--- src/rtl/rtas_cfg.svh ---
`ifndef RTAS_CFG_SVH
`define RTAS_CFG_SVH

// readings arrive in kilohm units (0.001 megohm resolution)
`define RTAS_RES_W        23
`define RTAS_DAC_W        16
`define RTAS_DAC_FULL     16'hffff
`define RTAS_DAC_ZERO     16'h0000
// full-scale spans in kilohm
`define RTAS_SPAN_4M      23'h000fa0
`define RTAS_SPAN_40M     23'h009c40
`define RTAS_SPAN_400M    23'h061a80
`define RTAS_SPAN_4000M   23'h3d0900
// under-range thresholds in kilohm
`define RTAS_UNDER_20R    23'h00076c
`define RTAS_UNDER_200R   23'h004a38
`define RTAS_UNDER_2000R  23'h02e630
// test voltage boundary in volts
`define RTAS_VBAND_HI     11'h064
`endif

--- src/rtl/rtas_pkg.sv ---
package rtas_pkg;
	typedef enum logic {
		RTAS_SPAN_FULL,
		RTAS_SPAN_EACH
	} rtas_span_e;
	typedef enum logic [2:0] {
		RTAS_RNG_2M,
		RTAS_RNG_20M,
		RTAS_RNG_200M,
		RTAS_RNG_2000M,
		RTAS_RNG_4000M
	} rtas_range_e;
endpackage : rtas_pkg

--- src/rtl/rtas_scaler.sv ---
`timescale 1ns/1ns
`include "rtas_cfg.svh"
module rtas_scaler (
	// clock and reset
	input  wire logic                       clk,
	input  wire logic                       rst_n,
	// measurement
	input  wire logic                       readingStrobe,
	input  wire logic [`RTAS_RES_W-1:0]     readingKohm,
	input  wire logic                       overRange,
	input  wire logic                       testActive,
	// settings
	input  wire rtas_pkg::rtas_span_e       spanMode,
	input  wire rtas_pkg::rtas_range_e      resRange,
	input  wire logic [10:0]                testVolts,
	// outputs
	output logic [`RTAS_DAC_W-1:0]          dacCode,
	output logic                            dacUpdate,
	output logic                            underRange
);
	import rtas_pkg::*;

	logic rstMeta;
	logic rstSyncN;
	always_ff @(posedge clk or negedge rst_n) begin
		if (!rst_n) begin
			rstMeta  <= 1'b0;
			rstSyncN <= 1'b0;
		end else begin
			rstMeta  <= 1'b1;
			rstSyncN <= rstMeta;
		end
	end

	function automatic logic [`RTAS_RES_W-1:0] rangeSpan(input rtas_range_e r);
		unique case (r)
			RTAS_RNG_2M:    rangeSpan = `RTAS_SPAN_4M;
			RTAS_RNG_20M:   rangeSpan = `RTAS_SPAN_40M;
			RTAS_RNG_200M:  rangeSpan = `RTAS_SPAN_400M;
			default:        rangeSpan = `RTAS_SPAN_4000M;
		endcase
	endfunction : rangeSpan

	function automatic logic [`RTAS_RES_W-1:0] underLimit(input rtas_range_e r);
		unique case (r)
			RTAS_RNG_2M:    underLimit = '0;
			RTAS_RNG_20M:   underLimit = `RTAS_UNDER_20R;
			RTAS_RNG_200M:  underLimit = `RTAS_UNDER_200R;
			default:        underLimit = `RTAS_UNDER_2000R;
		endcase
	endfunction : underLimit

	// span chosen by mode
	logic [`RTAS_RES_W-1:0] span;
	always_comb begin
		if (spanMode == RTAS_SPAN_FULL) begin
			// band only, range ignored
			span = (testVolts < `RTAS_VBAND_HI) ? `RTAS_SPAN_400M
				: `RTAS_SPAN_4000M;
		end else begin
			span = rangeSpan(resRange);
		end
	end

	logic isUnder;
	assign isUnder = (readingKohm < underLimit(resRange));

	// latch the forcing flags with the reading so the divider result pairs with them
	logic overQ;
	logic underQ;
	logic pendQ;
	logic divStart;
	logic divDone;
	logic [`RTAS_DAC_W-1:0] divQuot;

	// only readings during a test refresh; otherwise level holds
	assign divStart = readingStrobe && testActive;

	always_ff @(posedge clk or negedge rstSyncN) begin
		if (!rstSyncN) begin
			overQ  <= 1'b0;
			underQ <= 1'b0;
			pendQ  <= 1'b0;
		end else if (divStart) begin
			overQ  <= overRange;
			underQ <= isUnder && !overRange;
			pendQ  <= 1'b1;
		end else if (divDone) begin
			pendQ  <= 1'b0;
		end
	end

	rtas_scale_div #(
		.RW (`RTAS_RES_W),
		.DW (`RTAS_DAC_W)
	) uDiv (
		.clk      (clk),
		.rstSyncN (rstSyncN),
		.start    (divStart),
		.num      (readingKohm),
		.den      (span),
		.done     (divDone),
		.quot     (divQuot)
	);

	// linear from 0 at zero reading to full code at the selected span
	always_ff @(posedge clk or negedge rstSyncN) begin
		if (!rstSyncN) begin
			dacCode    <= `RTAS_DAC_ZERO;
			dacUpdate  <= 1'b0;
			underRange <= 1'b0;
		end else begin
			dacUpdate <= 1'b0;
			if (divDone && pendQ) begin
				dacUpdate  <= 1'b1;
				underRange <= underQ;
				if (overQ) begin
					dacCode <= `RTAS_DAC_FULL;
				end else if (underQ) begin
					dacCode <= `RTAS_DAC_ZERO;
				end else begin
					dacCode <= divQuot;
				end
			end
		end
	end
endmodule : rtas_scaler

--- src/rtl/rtas_scale_div.sv ---
`timescale 1ns/1ns
// sequential restoring divide: quot = num * 2^DW / den, saturated to all ones
module rtas_scale_div #(
	parameter int RW = 23,
	parameter int DW = 16
) (
	// clock and reset
	input  wire logic          clk,
	input  wire logic          rstSyncN,
	// request
	input  wire logic          start,
	input  wire logic [RW-1:0] num,
	input  wire logic [RW-1:0] den,
	// answer
	output logic               done,
	output logic      [DW-1:0] quot
);
	localparam int CW = $clog2(DW + 1);
	// quotient shift needs at least two bits on each side
	if (RW < 2 || DW < 2) begin : gWidthCheck
		$error("rtas_scale_div: widths too small");
	end

	logic [RW:0]   remQ;
	logic [RW-1:0] denQ;
	logic [DW-1:0] accQ;
	logic [CW-1:0] cntQ;
	logic          busyQ;
	logic          satQ;
	logic [RW+1:0] trial;

	assign trial = {remQ, 1'b0} - {2'b00, denQ};

	always_ff @(posedge clk or negedge rstSyncN) begin
		if (!rstSyncN) begin
			remQ  <= '0;
			denQ  <= '0;
			accQ  <= '0;
			cntQ  <= '0;
			busyQ <= 1'b0;
			satQ  <= 1'b0;
			done  <= 1'b0;
			quot  <= '0;
		end else begin
			done <= 1'b0;
			if (start) begin
				// reading at or above span saturates; avoids a wide quotient
				satQ  <= (num >= den);
				remQ  <= {1'b0, num};
				denQ  <= den;
				accQ  <= '0;
				cntQ  <= CW'(DW);
				busyQ <= 1'b1;
			end else if (busyQ) begin
				if (!trial[RW+1]) begin
					remQ <= trial[RW:0];
					accQ <= {accQ[DW-2:0], 1'b1};
				end else begin
					remQ <= {remQ[RW-1:0], 1'b0};
					accQ <= {accQ[DW-2:0], 1'b0};
				end
				cntQ <= cntQ - 1'b1;
				if (cntQ == CW'(1)) begin
					busyQ <= 1'b0;
					done  <= 1'b1;
					quot  <= satQ ? '1 :
						(trial[RW+1] ? {accQ[DW-2:0], 1'b0} : {accQ[DW-2:0], 1'b1});
				end
			end
		end
	end
endmodule : rtas_scale_div

--- config.mk ---
export PLATFORM = sky130hd
export DESIGN_NAME = rtas_scaler
export DESIGN_NICKNAME = d
export VERILOG_FILES = /design/src/rtl/rtas_pkg.sv /design/src/rtl/rtas_scaler.sv /design/src/rtl/rtas_scale_div.sv
export VERILOG_INCLUDE_DIRS = /design/src /design/src/rtl
export SDC_FILE = /design/constraint.sdc
export NUM_CORES = 1
export LEC_CHECK = 0
export BUFFER_PORTS_ARGS = -buffer_cell sky130_fd_sc_hd__buf_2
export CORE_ASPECT_RATIO = 0.7
export CORE_MARGIN = 10
export CORE_UTILIZATION = 50
export DETAILED_ROUTE_END_ITERATION = 7
export GPL_TIMING_DRIVEN = 0
export PLACE_DENSITY_LB_ADDON = 0.25
export SYNTH_ARGS = -nofsm -noshare
export SYNTH_HDL_FRONTEND = slang
export SYNTH_SLANG_ARGS = --single-unit
--- constraint.sdc ---
create_clock -name clk -period 4 [get_ports clk]
set_clock_uncertainty 0.2 [all_clocks]
set_input_delay 0.8 -clock clk [delete_from_list [all_inputs] [get_ports clk]]
set_output_delay 0.8 -clock clk [all_outputs]
set_load 0.01 [all_outputs]
==> key figures <==
Clock tree
  • Clock sink total: 96
  • Number of buffers on the longest clock path: 2
  • Post-CTS repair timing setup buffer count: 0
  • Master cell of the clock root buffer: sky130_fd_sc_hd__clkbuf_16
  • TritonCTS clock tree: yes
  • Number of buffers added by the clock tree synthesis step: 9
  • CTS clk-pin slew, worst paths: about 0.07 ns
  • Gates resized, CTS repair: 0
  • Clock latency on the worst-skew pair: roughly 0.36 ns
  • Hold Buf Count CTS: 0
  • Number of levels in the clock H-tree: 3

Pwr
  • LEAKAGE: about 3.1 nW
  • Worst IR Drop VDD: between 200 and 300 uV
  • Power density over cell area: between 700 and 800 nW/um^2

Global route
  • Met1 track utilization from global routing: about 27%
  • Vias in the first global route: slightly below 5000
  • Overall overflow remaining after global route: 0
  • GRT Util Overall: between 15 and 20%
  • Wire length of the first global-routing pass: between 20 and 25 mm
  • Met3 routing resource usage after global routing: between 5 and 6%
  • Maximum number of pins on one net before global-route repair: 63
  • Number of antenna violations at the first check in global routing: 0
  • Met2 capacity usage during global routing: between 20 and 30%
  • Layer with the highest usage after global routing: met2

Floorplan
  • Total Die Area: around 16000 um^2
  • Starting density of the core: ~50%
  • Height of the chip: 109 um
  • Cell row count: 32
  • Placeable core region: between 10000 and 15000 um^2
  • Horizontal extent of the die: roughly 150 um
  • I/O pin count: between 60 and 70

Yosys
  • Portion of the post-synthesis area used by sequential elements: 42.5%
  • Async set-or-reset flop fraction in the synthesized netlist: 100%
  • Cells after synthesis: ~630
  • Post-synthesis instance area: 5660 um^2
  • Yosys cell types: slightly below 60
  • Number of enable-type register cells in the synthesized netlist: 0
  • Average cell area after synthesis: 9.05 um^2
  • Count of warnings emitted by yosys: 0
  • Synth Register Bits: 96
  • Most used flip-flop cell after synthesis: sky130_fd_sc_hd__dfrtp_1
  • Net Count, Synth: a little over 700

Timing
  • Count of final setup violators: 0
  • Slew of the pin with the lowest slew margin: 0.723 ns
  • Fin worst setup slack: 0.790 ns
  • Final clock period utilization by the worst path: 80.2%
  • Max-Slew Margin vs Limit: roughly half
  • RSZ-0062 raised after global routing: false
  • Maximum clock frequency: approximately 310 MHz
  • Slew Viols, Final: 0
  • Min Clock Period, post-route: approximately 3.2 ns
  • Count of endpoints failing hold in the final timing report: 0

Route
  • Antenna Violating Nets Remaining: 0
  • Final wirelength: between 10 and 15 mm
  • Total DRC errors in the routed layout: 0
  • Mean routed wirelength per cell: 17.5 um
  • DRC marker count from the first detailed-route iteration: around 360
  • Iteration count of the initial detailed-routing pass: 5
  • Average vias per placed instance: roughly 5.8
  • DR vias: just under 5000

Layout
  • Leading cell types in the layout, fill and taps excluded: sky130_fd_sc_hd__dfrtp_1 (95), sky130_fd_sc_hd__nor2_1 (76), sky130_fd_sc_hd__a21oi_1 (69)
  • Layout-stage area growth over the synthesis result: 14.5%
  • Diodes inserted: 0
  • Leading cell type in the layout, fill and taps excluded: sky130_fd_sc_hd__dfrtp_1
  • Post-route cell area: about 6500 um^2
  • Post-layout net count: a little under 800
  • Non-filler instance count after layout: about 850
  • Fraction of final layout cells sized beyond drive strength 1: about an eighth

Placed design
  • DP HPWL: roughly 11 mm
  • Pre-CTS setup slack: ~0.46 ns
  • DP Area: approximately 6000 um^2
  • PortBufs: 58
  • Global placement routability congestion: between 0.9 and 1
  • Placed Cells: around 840

Run status
  • Run status: finished, final reports clean

Min path
  • Worst Hold Class: in2async

Worst setup path
  • Most used cell, CP: sky130_fd_sc_hd__a21oi_1
  • Worst-path maximum fanout: 5
  • Critical path's slowest cell: sky130_fd_sc_hd__a32oi_1
  • CP Launch Type: input port
  • Data required time of the worst path: between 4 and 5 ns
  • Signal arrival time at the worst endpoint: about 3.3 ns
  • Critical path class: in2reg
  • Critical path, cell by cell: buf_2, o311ai_0, a32oi_1, nand2_1, ha_1, a21o_1, a21oi_1, nor2b_1, o21ai_0, a21oi_1, a211oi_1, nor2_1
  • Max stage delay on crit path: approximately 0.55 ns
  • Kind of end point of the critical path: register

Job
  • Max-cap violations: 0
[path summary, 6_finish.rpt]
kind                                                from  slack (ns)                        end  cells after the start
worst min register to register        rstSyncN$_DFF_PN0_        0.10   uDiv.remQ[2]$_DFFE_PN0P_                      0
max in group asynchronous             rstSyncN$_DFF_PN0_        2.84   uDiv.quot[7]$_DFFE_PN0P_                      1
worst max-delay path                        testVolts[3]        0.79      uDiv.satQ$_DFFE_PN0P_                     12
min in group clk                       rstMeta$_DFF_PN0_        0.15         rstSyncN$_DFF_PN0_                      0
worst max register to register  uDiv.remQ[4]$_DFFE_PN0P_        0.93  uDiv.remQ[23]$_DFFE_PN0P_                     10
worst min-delay path                               rst_n        0.01         rstSyncN$_DFF_PN0_                      1
[area by class of cell]
| type | count | area, um^2 |
|---|---|---|
| Clock inverter | 7 | 81.3 |
| Fill cell | 1009 | 4570 |
| Buffer | 33 | 134 |
| Inverter | 26 | 97.6 |
| Multi-Input combinational cell | 470 | 3020 |
| Clock buffer | 9 | 225 |
| Tap cell | 153 | 191 |
| Timing Repair Buffer | 59 | 318 |
| Sequential cell | 96 | 2410 |
[synthesized netlist by cell type, types with 2 or more instances]
cell type,count,share of area [%]
sky130_fd_sc_hd__ha_1,42,9.3
sky130_fd_sc_hd__inv_1,26,1.7
sky130_fd_sc_hd__o211ai_1,6,0.80
sky130_fd_sc_hd__dfrtp_1,96,42
sky130_fd_sc_hd__and2_1,4,0.44
sky130_fd_sc_hd__xnor2_1,13,2.0
sky130_fd_sc_hd__a21oi_2,3,0.46
sky130_fd_sc_hd__or2_2,2,0.22
sky130_fd_sc_hd__buf_1,4,0.27
sky130_fd_sc_hd__o31ai_1,2,0.27
sky130_fd_sc_hd__o21ai_0,44,3.9
sky130_fd_sc_hd__nand4b_1,4,0.62
sky130_fd_sc_hd__nand3_1,7,0.62
sky130_fd_sc_hd__nand2b_1,7,0.77
sky130_fd_sc_hd__a31oi_1,5,0.55
sky130_fd_sc_hd__a211oi_1,4,0.53
sky130_fd_sc_hd__nor3b_1,17,2.3
sky130_fd_sc_hd__o221ai_1,5,0.77
sky130_fd_sc_hd__a21o_1,9,1.2
sky130_fd_sc_hd__mux2_2,2,0.40
sky130_fd_sc_hd__nand4_1,9,1.0
sky130_fd_sc_hd__nor3_1,11,0.97
sky130_fd_sc_hd__a21oi_1,69,6.1
sky130_fd_sc_hd__o21ai_1,4,0.35
sky130_fd_sc_hd__a311o_1,2,0.35
sky130_fd_sc_hd__nor2b_1,3,0.33
sky130_fd_sc_hd__mux2i_1,28,5.0
sky130_fd_sc_hd__xor2_1,3,0.46
sky130_fd_sc_hd__buf_2,2,0.18
sky130_fd_sc_hd__nand2_1,62,4.1
sky130_fd_sc_hd__nor2_1,76,5.0
sky130_fd_sc_hd__o2111a_1,2,0.40
sky130_fd_sc_hd__clkbuf_1,26,1.7
sky130_fd_sc_hd__nor4_1,2,0.22
[report_power, final]
group          switching, mW  internal (mW)  total [mW]
Clock                  0.436          0.447       0.883
Sequential             0.253           1.33        1.59
Combinational           1.28          0.966        2.25
[sequential cells by signal (all words and copies together) (netlist names)]
signal	cells
underQ	1
dacUpdate	1
uDiv.quot	16
uDiv.cntQ	5
uDiv.accQ	15
uDiv.satQ	1
pendQ	1
uDiv.busyQ	1
overQ	1
uDiv.done	1
underRange	1
rstSyncN	1
rstMeta	1
uDiv.denQ	10
uDiv.remQ	24
dacCode	16
[per-layer routing]
layer	share of wire, %	wire, um	up-vias
li1	-	-	2360
met1	48	7260	2355
met2	41	6160	191
met3	8.7	1300	27
met4	1.6	246	0
met5	0	0	-
[cell families (layout without fill, tap and decap cells)]
| kind of cell | after synthesis | after routing | share of synthesized area, % |
|---|---|---|---|
| multiplexers | 30 | 30 | 5.35 |
| adder cells (fa/ha/maj) | 44 | 44 | 9.82 |
| flip-flops | 96 | 96 | 42.5 |
| buffers and inverters | 59 | 134 | 4.09 |
| XOR/XNOR | 16 | 16 | 2.48 |
| other | 1 | 1 | 0.0663 |
| AND/OR/NAND/NOR | 210 | 210 | 17.5 |
| AO/OA/AOI/OAI | 169 | 169 | 18.2 |
[worst max-delay path: cells and delay by family]
| kind | cells | cell delay (ns) |
|---|---|---|
| AND/OR/NAND/NOR | 3 | 0.43 |
| adder cells (fa/ha/maj) | 1 | 0.37 |
| buffers and inverters | 1 | 0.07 |
| AO/OA/AOI/OAI | 7 | 1.56 |
[metrics by stage]
step	hold slack, ns	total power [mW]	setup TNS (ns)	util (%)
2_1_floorplan	0.131	3.21	0	-
3_3_place_gp	0.139	3.73	-15.02	55.5
3_5_place_dp	0.119	3.81	0	55.8
4_1_cts	0.00710	4.71	0	58.6
5_1_grt	0.00708	5.08	0	58.6
6_report	0.0138	4.72	0	58.6
No activity file was read; power rests on OpenSTA's default activity.
